### config.mk
export PLATFORM = sky130hd
export DESIGN_NAME = src_core
export DESIGN_NICKNAME = d
export VERILOG_FILES = /design/src/verilog/src_pkg.sv /design/src/verilog/src_core.sv
export SDC_FILE = /design/constraint.sdc
export NUM_CORES = 1
export LEC_CHECK = 0
export ABC_AREA = 1
export BUFFER_PORTS_ARGS = -buffer_cell sky130_fd_sc_hd__buf_2
export CORE_UTILIZATION = 54
export CTS_CLUSTER_SIZE = 8
export DETAILED_ROUTE_END_ITERATION = 12
export PLACE_DENSITY = 0.8
export SYNTH_ARGS = -nofsm -noshare
export SYNTH_HDL_FRONTEND = slang
export SYNTH_SLANG_ARGS = --single-unit
### constraint.sdc
create_clock -name mclk -period 2.1 [get_ports mclk]
set_clock_uncertainty 0.2 [all_clocks]
set_input_delay 0.315 -clock mclk [delete_from_list [all_inputs] [get_ports mclk]]
set_output_delay 0.315 -clock mclk [all_outputs]
set_load 0.005 [all_outputs]
### src/verilog/src_pkg.sv
// srcpkg: constants and types for the spi role and interrupt control block
// assumes a byte-addressed 32-bit register bus and a sampled serial link
package src_pkg;

  localparam int          DW        = 32;
  localparam int          AW        = 8;
  // register byte offsets
  localparam logic [7:0]  OFS_CTRL  = 8'h38;
  localparam logic [7:0]  OFS_STAT  = 8'h50;
  localparam logic [7:0]  OFS_CLR   = 8'h54;
  localparam logic [7:0]  OFS_EN    = 8'h58;
  localparam logic [7:0]  OFS_CFG   = 8'h5c;
  // control register field positions
  localparam int          B_LCLR    = 31;
  localparam int          B_SLAVE   = 30;
  localparam int          B_BUFEN   = 29;
  localparam int          B_STAEN   = 28;
  localparam int          CNT_LSB   = 23;
  localparam int          CNT_W     = 4;
  localparam int          ST_LSB    = 20;
  localparam int          ST_W      = 3;
  localparam int          EN_LSB    = 5;
  localparam int          RAW_LSB   = 0;
  localparam int          NIRQ      = 5;
  localparam int          B_HD      = 0;
  // interrupt bit indices
  localparam int          I_DONE    = 0;
  localparam int          I_SWR     = 1;
  localparam int          I_SRD     = 2;
  localparam int          I_BWR     = 3;
  localparam int          I_BRD     = 4;
  // half-duplex command codes
  localparam logic [7:0]  CMD_SWR   = 8'h01;
  localparam logic [7:0]  CMD_BWR   = 8'h02;
  localparam logic [7:0]  CMD_BRD   = 8'h03;
  localparam logic [7:0]  CMD_SRD   = 8'h04;
  localparam logic [2:0]  CMD_LAST  = 3'h7;
  // serial state codes shown to software
  localparam logic [2:0]  STC_IDLE  = 3'h0;
  localparam logic [2:0]  STC_CMD   = 3'h2;
  localparam logic [2:0]  STC_RD    = 3'h4;
  localparam logic [2:0]  STC_WR    = 3'h5;
  localparam logic [2:0]  STC_WAIT  = 3'h6;

  typedef struct packed {
    logic sck;
    logic cs_n;
    logic mosi;
  } src_pins_t;

  localparam src_pins_t   PIN_IDLE  = 3'h2;

  typedef enum logic [3:0] {
    S_IDLE = 4'b0001,
    S_CMD  = 4'b0010,
    S_DATA = 4'b0100,
    S_SKIP = 4'b1000
  } src_state_t;

endpackage : src_pkg

### src/verilog/src_core.sv
// srccore: role select, line-latch clear, slave half-duplex command gate,
// operation counter, serial state readback and interrupt flags
// assumes an avalon-mm master on mclk and an spi master/slave on the pins
//
// Overview of operation
// line-latch clear bit holds the sampled sck, cs and data lines at idle
// role bit selects slave when 1 and master when 0, read-write
// buffer commands accepted in slave half-duplex only while buffer enable set
// status commands accepted in slave half-duplex only while status enable set
// read-only counter of completed operations in both roles
// slave role shows serial state machine state in a read-only field
// five read-write interrupt enable bits
// transfer-done flag set on completion, stays until software clears it
// status write/read flags set on completed status commands, software clears
// buffer write/read flags set on completed buffer commands, software clears
// each interrupt request is high while its flag and enable are set
// control register reads zero after reset: master role, interrupts off
`timescale 1ns/1ps
module src_core
  import src_pkg::*;
(
  input  logic                mclk,
  input  logic                sys_rst,
  input  logic [AW-1:0]       avs_address,
  input  logic                avs_read,
  input  logic                avs_write,
  input  logic [DW-1:0]       avs_writedata,
  output logic [DW-1:0]       avs_readdata,
  output logic                avs_waitrequest,
  input  src_pins_t           spi_in,
  output logic                spi_miso,
  output logic                spi_miso_oe,
  input  logic                mst_op_done,
  output logic                slave_mode,
  output logic [NIRQ-1:0]     irq_req,
  output logic                irq
);

  ////////////////////////////////////////////////////////////////////////////
  // register state
  logic                lclr_q,  lclr_d;
  logic                slave_q, slave_d;
  logic                bufen_q, bufen_d;
  logic                staen_q, staen_d;
  logic                hd_q,    hd_d;
  logic [NIRQ-1:0]     en_q,    en_d;
  logic [NIRQ-1:0]     raw_q,   raw_d;
  logic [CNT_W-1:0]    cnt_q,   cnt_d;
  logic                ack_q,   ack_d;
  logic [DW-1:0]       rdat_q,  rdat_d;

  ////////////////////////////////////////////////////////////////////////////
  // pin sampling
  src_pins_t           s1_q, s1_d;
  src_pins_t           s2_q, s2_d;
  src_pins_t           s3_q, s3_d;
  src_pins_t           f_q,  f_d;
  logic                sck_rise;
  logic                sck_fall;
  logic                cs_fall;
  logic                cs_rise;

  always_comb begin
    s1_d = spi_in;
    s2_d = s1_q;
    s3_d = s2_q;
    // a change counts only once stages two and three agree
    f_d  = (s2_q == s3_q) ? s2_q : f_q;
    // latch clear
    if (lclr_q) begin
      s1_d = PIN_IDLE;
      s2_d = PIN_IDLE;
      s3_d = PIN_IDLE;
      f_d  = PIN_IDLE;
    end
  end

  always_ff @(posedge mclk) begin
    if (sys_rst) begin
      s1_q <= PIN_IDLE;
      s2_q <= PIN_IDLE;
      s3_q <= PIN_IDLE;
      f_q  <= PIN_IDLE;
    end else begin
      s1_q <= s1_d;
      s2_q <= s2_d;
      s3_q <= s3_d;
      f_q  <= f_d;
    end
  end

  assign sck_rise = ~f_q.sck & f_d.sck & ~f_d.cs_n;
  assign sck_fall = f_q.sck & ~f_d.sck & ~f_d.cs_n;
  assign cs_fall  = f_q.cs_n & ~f_d.cs_n;
  assign cs_rise  = ~f_q.cs_n & f_d.cs_n;

  ////////////////////////////////////////////////////////////////////////////
  // slave serial state machine
  src_state_t          st_q,   st_d;
  logic [2:0]          bit_q,  bit_d;
  logic [7:0]          sh_q,   sh_d;
  logic [NIRQ-1:0]     hit_q,  hit_d;
  logic                rd_q,   rd_d;
  logic                seen_q, seen_d;
  logic [7:0]          tx_q,   tx_d;
  logic                miso_q, miso_d;
  logic [7:0]          cmd;
  logic [NIRQ-1:0]     done_set;
  logic                op_done;
  logic [ST_W-1:0]     st_code;

  assign cmd = {sh_q[6:0], f_d.mosi};

  always_comb begin
    st_d     = st_q;
    bit_d    = bit_q;
    sh_d     = sh_q;
    hit_d    = hit_q;
    rd_d     = rd_q;
    seen_d   = seen_q;
    tx_d     = tx_q;
    miso_d   = miso_q;
    done_set = '0;
    op_done  = 1'b0;
    case (st_q)
      S_IDLE: begin
        if (slave_q && cs_fall) begin
          bit_d  = '0;
          hit_d  = '0;
          rd_d   = 1'b0;
          seen_d = 1'b0;
          miso_d = 1'b0;
          st_d   = hd_q ? S_CMD : S_DATA;
        end
      end
      S_CMD: begin
        if (sck_rise) begin
          sh_d  = cmd;
          bit_d = bit_q + 3'h1;
          if (bit_q == CMD_LAST) begin
            st_d = S_SKIP;
            // status gate
            if (staen_q && cmd == CMD_SWR) begin
              hit_d[I_SWR] = 1'b1;
              st_d         = S_DATA;
            end
            if (staen_q && cmd == CMD_SRD) begin
              hit_d[I_SRD] = 1'b1;
              rd_d         = 1'b1;
              st_d         = S_DATA;
            end
            // buffer gate
            if (bufen_q && cmd == CMD_BWR) begin
              hit_d[I_BWR] = 1'b1;
              st_d         = S_DATA;
            end
            if (bufen_q && cmd == CMD_BRD) begin
              hit_d[I_BRD] = 1'b1;
              rd_d         = 1'b1;
              st_d         = S_DATA;
            end
            tx_d = {{(8-NIRQ){1'b0}}, raw_q};
          end
        end
      end
      S_DATA: begin
        if (sck_rise) begin
          seen_d = 1'b1;
        end
        // read data leaves on the falling edge so the master samples it stable
        if (sck_fall && rd_q) begin
          miso_d = tx_q[7];
          tx_d   = {tx_q[6:0], 1'b0};
        end
      end
      S_SKIP: begin
        st_d = S_SKIP;
      end
      default: begin
        st_d = S_IDLE;
      end
    endcase
    if (st_q != S_IDLE && cs_rise) begin
      st_d = S_IDLE;
      rd_d = 1'b0;
      // command flags
      if (st_q == S_DATA && seen_q) begin
        done_set         = hit_q;
        done_set[I_DONE] = 1'b1;
        op_done          = 1'b1;
      end
    end
    // a frame cut short by a role change is dropped, not completed
    if (!slave_q) begin
      st_d = S_IDLE;
      rd_d = 1'b0;
    end
    // master completion
    if (!slave_q && mst_op_done) begin
      done_set[I_DONE] = 1'b1;
      op_done          = 1'b1;
    end
  end

  always_ff @(posedge mclk) begin
    if (sys_rst) begin
      st_q   <= S_IDLE;
      bit_q  <= '0;
      sh_q   <= '0;
      hit_q  <= '0;
      rd_q   <= 1'b0;
      seen_q <= 1'b0;
      tx_q   <= '0;
      miso_q <= 1'b0;
    end else begin
      st_q   <= st_d;
      bit_q  <= bit_d;
      sh_q   <= sh_d;
      hit_q  <= hit_d;
      rd_q   <= rd_d;
      seen_q <= seen_d;
      tx_q   <= tx_d;
      miso_q <= miso_d;
    end
  end

  // state readback
  always_comb begin
    case (st_q)
      S_CMD:   st_code = STC_CMD;
      S_DATA:  st_code = rd_q ? STC_RD : STC_WR;
      S_SKIP:  st_code = STC_WAIT;
      default: st_code = STC_IDLE;
    endcase
    if (!slave_q) begin
      st_code = STC_IDLE;
    end
  end

  ////////////////////////////////////////////////////////////////////////////
  // avalon slave: one wait cycle per access, read data ready when it drops
  logic                req;
  logic                wr_go;
  logic [DW-1:0]       ctrl_rd;
  logic [NIRQ-1:0]     wclr;

  assign req   = avs_read | avs_write;
  assign wr_go = avs_write & ack_q;

  always_comb begin
    ctrl_rd                          = '0;
    ctrl_rd[B_LCLR]                  = lclr_q;
    ctrl_rd[B_SLAVE]                 = slave_q;
    ctrl_rd[B_BUFEN]                 = bufen_q;
    ctrl_rd[B_STAEN]                 = staen_q;
    // counter readback
    ctrl_rd[CNT_LSB +: CNT_W]        = cnt_q;
    ctrl_rd[ST_LSB +: ST_W]          = st_code;
    ctrl_rd[EN_LSB +: NIRQ]          = en_q;
    ctrl_rd[RAW_LSB +: NIRQ]         = raw_q;
  end

  always_comb begin
    ack_d   = req & ~ack_q;
    rdat_d  = rdat_q;
    lclr_d  = lclr_q;
    slave_d = slave_q;
    bufen_d = bufen_q;
    staen_d = staen_q;
    hd_d    = hd_q;
    en_d    = en_q;
    cnt_d   = cnt_q;
    wclr    = '0;
    if (avs_read && !ack_q) begin
      case (avs_address)
        OFS_CTRL: rdat_d = ctrl_rd;
        OFS_STAT: rdat_d = {{(DW-NIRQ){1'b0}}, raw_q};
        OFS_EN:   rdat_d = {{(DW-NIRQ){1'b0}}, en_q};
        OFS_CFG:  rdat_d = {{(DW-1){1'b0}}, hd_q};
        default:  rdat_d = '0;
      endcase
    end
    if (wr_go) begin
      case (avs_address)
        OFS_CTRL: begin
          lclr_d  = avs_writedata[B_LCLR];
          // role select
          slave_d = avs_writedata[B_SLAVE];
          bufen_d = avs_writedata[B_BUFEN];
          staen_d = avs_writedata[B_STAEN];
          // enables
          en_d    = avs_writedata[EN_LSB +: NIRQ];
          // writing a flag bit as zero clears it
          wclr    = ~avs_writedata[RAW_LSB +: NIRQ];
        end
        OFS_CLR:  wclr = avs_writedata[RAW_LSB +: NIRQ];
        OFS_EN:   en_d = avs_writedata[EN_LSB - EN_LSB +: NIRQ];
        OFS_CFG:  hd_d = avs_writedata[B_HD];
        default:  wclr = '0;
      endcase
    end
    // operation count
    if (op_done) begin
      cnt_d = cnt_q + {{(CNT_W-1){1'b0}}, 1'b1};
    end
    // sticky flags, a same-cycle set beats the clear
    raw_d = (raw_q & ~wclr) | done_set;
  end

  // zero reset
  always_ff @(posedge mclk) begin
    if (sys_rst) begin
      ack_q   <= 1'b0;
      rdat_q  <= '0;
      lclr_q  <= 1'b0;
      slave_q <= 1'b0;
      bufen_q <= 1'b0;
      staen_q <= 1'b0;
      hd_q    <= 1'b0;
      en_q    <= '0;
      raw_q   <= '0;
      cnt_q   <= '0;
    end else begin
      ack_q   <= ack_d;
      rdat_q  <= rdat_d;
      lclr_q  <= lclr_d;
      slave_q <= slave_d;
      bufen_q <= bufen_d;
      staen_q <= staen_d;
      hd_q    <= hd_d;
      en_q    <= en_d;
      raw_q   <= raw_d;
      cnt_q   <= cnt_d;
    end
  end

  ////////////////////////////////////////////////////////////////////////////
  // outputs
  assign avs_waitrequest = req & ~ack_q;
  assign avs_readdata    = rdat_q;
  assign slave_mode      = slave_q;
  assign spi_miso        = miso_q;
  assign spi_miso_oe     = rd_q & (st_q == S_DATA) & ~f_q.cs_n;
  // gated requests
  assign irq_req         = raw_q & en_q;
  assign irq             = |irq_req;

endmodule : src_core

== Yosys cells after proc, flatten, opt, wreduce, memory -nomap -nowiden ==
Cells that the tools add are included.
Storage, ports and cells
  input bits: 48
  word-level logic and storage cells: 165
  output and inout port bits: 42
  register bits: 93
Operators by class
  reductions and logical operators: 33
  equal/unequal tests: 26
  bitwise operators: 23
  multiplexer cells: 48
  $add $sub $neg: 2
Operators with widths (count)
  case mux 32 bit (4 select lines): 1
  two-way mux 4 bit: 9
  == test 8 x 7 -> 1 bit (second input constant): 4
  AND reduction 5 bit: 5
  two-way mux 8 bit: 3
  two-way mux 5 bit: 4
  case mux 5 bit (2 select lines): 2
  two-way mux 3 bit: 6
  != test 2 bit (second input constant): 9
  == test 8 x 2 -> 1 bit (second input constant): 2
  case mux 4 bit (4 select lines): 1
  case mux 8 bit (2 select lines): 1
  two-way mux 1 bit: 15
  bitwise AND 1 bit: 10
  bitwise AND 5 bit: 2
  logical AND 1 bit: 10
  NOT 5 bit: 2
  case mux 3 bit (3 select lines): 1
  AND reduction 3 bit: 3
  == test 8 x 1 -> 1 bit (second input constant): 1
  == test 8 x 3 -> 1 bit (second input constant): 1
  == test 8 x 6 -> 1 bit (second input constant): 1
  case mux 4 bit (2 select lines): 1
  AND reduction 2 bit: 4
  other kinds (21): 34

== Logic depth before layout (Yosys ltp) ==
  depth after elaboration: 12
  mapped depth: 14

== Least setup slack after synthesis ==
Ideal clock, no wire load.
  path kind: flip-flop to flip-flop
  from: register s2_q[1] (netlist bit)
  to: register tx_q[2]
  arrival time: 1.352 ns
  library setup time: 0.113 ns
  path slack: 0.436 ns
  required time: 1.787 ns
  stages on the path, launching flop included: 14
  path buffers: 1
  path through: dfxtp_1 inv_2 nand2_1 nand2_4 nand3_4 nand2_4 inv_2 nor2_8 nand4_2 nand2_2 nand2_2 buf_6 nor2_1 nor2_1
On the way
  word-level cells in the longest chain between the ends: 9
  elaborated cells on any way between the ends: 13
  classes of those cells: eq/ne (3); mux (2); bitwise (6); reduce/logical (2)
Ends and longest elaborated chain
  start, declared: line src_core.sv:55  | src_pins_t s2_q, s2_d;
  start signal, assigned: line src_core.sv:81  | s2_q <= PIN_IDLE;
  start signal, assigned: line src_core.sv:86  | s2_q <= s2_d;
  == test 3 bit: line src_core.sv:68  | f_d = (s2_q == s3_q) ? s2_q : f_q;
  two-way mux 3 bit (*): line src_core.sv:68
  two-way mux 3 bit (*): line src_core.sv:70  | if (lclr_q) begin
  NOT 1 bit: line src_core.sv:93  | assign sck_fall = f_q.sck & ~f_d.sck & ~f_d.cs_n;
  bitwise AND 1 bit (2 in series): line src_core.sv:93
  logical AND 1 bit: line src_core.sv:171  | if (sck_fall && rd_q) begin
  != test 2 bit (no line)
  AND reduction 4 bit (no line) (*)
  end signal, assigned: line src_core.sv:222  | tx_q <= tx_d;
  end, declared: line src_core.sv:105  | logic [7:0] tx_q, tx_d;
Every way passes the cells marked *; elsewhere a longest branch is shown, timed or not.
A chain may end at the register's enable or synchronous reset.

== Worst setup path after layout ==
  from: register s2_q[2] (netlist bit)
  to: register st_q[2]
On the way
  word-level cells in the longest chain between the ends: 12
  elaborated cells on any way between the ends: 29
  classes of those cells: eq/ne (7); mux (9); bitwise (5); reduce/logical (8)
Ends and longest elaborated chain
  == test 3 bit: line src_core.sv:68
  two-way mux 3 bit (*): line src_core.sv:68
  two-way mux 3 bit (*): line src_core.sv:70
  == test 8 x 1 -> 1 bit: line src_core.sv:143  | if (staen_q && cmd == CMD_SWR) begin
  logical AND 1 bit: line src_core.sv:143
  two-way mux 4 bit: line src_core.sv:143
  two-way mux 4 bit: line src_core.sv:147  | if (staen_q && cmd == CMD_SRD) begin
  two-way mux 4 bit: line src_core.sv:153  | if (bufen_q && cmd == CMD_BWR) begin
  two-way mux 4 bit: line src_core.sv:157  | if (bufen_q && cmd == CMD_BRD) begin
  two-way mux 4 bit: line src_core.sv:140  | if (bit_q == CMD_LAST) begin
  two-way mux 4 bit: line src_core.sv:137  | if (sck_rise) begin
  case mux 4 bit (4 select lines): line src_core.sv:125  | case (st_q)
  end signal, assigned: line src_core.sv:216  | st_q <= st_d;
  end, declared: line src_core.sv:99  | src_state_t st_q, st_d;
Every way passes the cells marked *; elsewhere a longest branch is shown, timed or not. The select of a mux whose other input is x is not followed.

==> results.md <==
* Status: completed
* Die X at slightly below 90 um
* Total gr overflow at 0
* Maximum clock insertion buffer count at 2
* Commonest cells after routing, fill and taps aside: nand2_1 (142), dfxtp_1 (81), buf_2 (60)
* Power Dens Cells at 708 nW/um2
* CTS root buffer: clkbuf_8
* Final hold slack at about 11 ps
* Die Height at 86.7 um
* Final ANT Viol Nets at 0
* Mean Syn Cell Area at 7.16 um2
* Via count at 3768
* RSZ-0062 raised after global routing: no
* #FFs+latches synth at 82
* Synth Area in Adders at 0.969%
* LEAKAGE at around 2.1 nW
* Pin count of the biggest net entering global routing at 30
* Layout area overhead at 20.2%
* Clock-pin transition on the worst setup and hold timing paths at approximately 90 ps
* CTS tree: done
* Reg-to-reg setup timing slack at 90 ps
* Share of cells above drive strength 1 at approximately a fifth
* First-pass GRT wire length at 15.2 mm
* Synth Area in XOR/XNOR at 0%
* Vias in the first global route at roughly 3400
* Worst hold-check path type: primary input to flip-flop
* Max-slew violations at 0
* Final estimated routing congestion in global placement at just over 0.9
* Overall die area at 7520 um2
* Nets at 673
* Initial antenna violation count at 0
* Commonest non-fill, non-tap cell in the layout: nand2_1
* Fin crit period at 2010 ps
* Clk sinks at 82
* # IOs at 90
* DP Area at 4300 um2
* Mapped Area at 3870 um2
* 1st-iter DRT viols at about 130
* Crit path launch type: flip-flop
* Worst Setup End Kind: flip-flop
* Yosys top cell by area: dfxtp_1
* Starting Density at 56.4%
* Max-Cap Viols at 0
* Fmax at 0.497 GHz
* Via density at 5.21
* Max FO, Critical Path at 5
* R2r startpoint: s2_q[2]$_SDFF_PP0_
* Diodes inserted at 0
* Post-synthesis cell type count at 39
* IO Port Bufs at 60
* Crit path required time at 2180 ps
* Compound-Gate Fraction of Synth Area at around 15%
* Later-pin clock latency in the skew report at 360 ps
* Hpwl dp at 6.71 mm
* CTS Buf Count at 9
* Critical path class: flip-flop to flip-flop
* Final Cycle Share at 95.7%
* Largest family of logic cells by synthesized area: simple AND/OR/NAND/NOR gates
* Final count of hold timing violations at 0
* Synthesized instance count at 541
* Std cell rows at 30
* Simple-gate share of the synthesized area at 31.2%
* Critical Path Start: s2_q[2]$_SDFF_PP0_
* Arrival time at the worst endpoint at approximately 2100 ps
* Drt total wl at 9.29 mm
* Synth warn at 0
* Drt wl/cell at 12.8 um
* Htree depth at 3
* Register-to-Register Path Depth at 11
* Setup TNS at 0 ps
* Sequential share of the synthesized area at 42.4%
* GRT Total Usage at 25.9%
* VDD IR-drop max at 331 uV
* Dominant cells by area after synthesis: dfxtp_1 (42%), nand2_1 (14%), a21oi_1 (7.1%), inv_1 (4.7%), nor2_1 (4.6%)
* End of the worst register-to-register path: st_q[2]$_SDFFE_PP0P_
* Area share of the largest cell type after synthesis at 42.4%
* # setup viols final at 0
* Worst hold start: avs_writedata[8]
* CP Capture Point: st_q[2]$_SDFFE_PP0P_
* Fin area at 4660 um2
* Fraction of synthesized area in multiplexers at approximately 1.0%
* Drt pass-1 iters at 5
* Core area at 6870 um2
* # DRC at 0
==> flip-flops by register name (all words and copies together) (netlist names), 3 cells and up <==
| name | cells |
|---|---|
| tx_q | 8 |
| s3_q | 3 |
| raw_q | 5 |
| s2_q | 3 |
| avs_readdata | 21 |
| cnt_q | 4 |
| en_q | 5 |
| st_q | 4 |
| f_q | 3 |
| s1_q | 3 |
| bit_q | 3 |
| sh_q | 7 |
| hit_q | 4 |
==> worst min-delay path by stage <==
stage,slack (ps),cells past startpoint,end
2_1_floorplan,190,1,s2_q[1]$_SDFF_PP1_
3_3_place_gp,200,1,s2_q[1]$_SDFF_PP1_
3_5_place_dp,210,1,s2_q[1]$_SDFF_PP1_
4_1_cts,2,3,en_q[2]$_SDFFE_PP0P_
5_1_grt,30,3,en_q[1]$_SDFFE_PP0P_
6_report,10,3,en_q[3]$_SDFFE_PP0P_
==> cell families (layout without fill, tap and decap cells) <==
kind of cell             count (synthesis)  count (layout)
AND/OR/NAND/NOR                        263             263
multiplexers                             4               4
adder cells (fa/ha/maj)                  3               3
buffers and inverters                   84             160
flip-flops                              82              82
other                                    1              11
AO/OA/AOI/OAI                          104             104
==> metrics by stage <==
stage / instances / setup slack [ps] / total power, W / util [%]
global route: 723 / 2.86 / 0.00340 / 67.8
detailed placement: 698 / 144 / 0.00187 / 62.6
global placement: 698 / 201 / 0.00186 / 62.6
floorplan: 551 / 436 / 0.00180 / -
finish: 723 / 89.7 / 0.00330 / 67.8
CTS: 719 / 17.2 / 0.00331 / 67.0
==> per-layer routing <==
metal	track usage, %	vias up	part of all wire (%)
met4	10.3	0	1.6
met3	4.19	15	4.3
met2	42.0	105	47
met1	34.4	1730	47
li1	-	1918	-
met5	0	-	0
==> final cells by class <==
cell class              count  area [um2]
fillers                   597        2210
multi-input cells         385        1910
flip-flops and latches     82        1640
repair buffers             86         508
inverters                  58         218
clock inverters             7         130
clock buffers               9         124
well taps                  96         120
==> synthesized netlist by cell type <==
master / instances
clkinv_1: 2
a21boi_0: 1
mux2i_1: 4
conb_1: 1
nor3_2: 1
a22o_1: 4
a21oi_4: 1
and3_1: 1
dfxtp_1: 82
nand3_2: 2
nand2_2: 9
o211ai_1: 2
nand4_2: 2
nor2_4: 1
nor2_1: 47
ha_1: 3
inv_1: 48
nand2_4: 3
nand3_1: 24
inv_2: 8
a31oi_1: 5
a21oi_1: 55
nand2_1: 142
nor2_2: 1
o21ai_1: 1
nor4_2: 1
clkbuf_1: 10
nand3_4: 1
nor2_8: 1
buf_2: 3
buf_4: 11
o21a_1: 1
nor3_1: 6
a211oi_1: 1
nor4_1: 1
or2_2: 2
nand4_1: 18
buf_6: 2
o21ai_0: 33
==> worst max-delay path: stages (launching register included) <==
cell and delay [ps]:
dfxtp_2 360, inv_1 90, nand2_1 100, nand2_4 110, nand3_4 120, nand2_4 90, nand4_1 200, nand2_4 180
nand2_2 100, nor2_4 160, nand2_1 80, a21oi_1 140
==> where the power goes <==
group	switching (W)	leakage [nW]	internal (W)
clock network	0.000637	0.128	0.000815
registers	0.0000220	0.666	0.00159
logic	0.000145	1.35	0.0000918
total	0.000803	2.14	0.00249
==> what timing repair did <==
item | in CTS | in global routing
endpoints found under the setup margin | 0 | 11
hold buffers | 5 | 0
resized for setup | 0 | 4
hold endpoints to repair | 5 | 0
setup buffers | 0 | 4
Power figures use the tool's default switching activity.
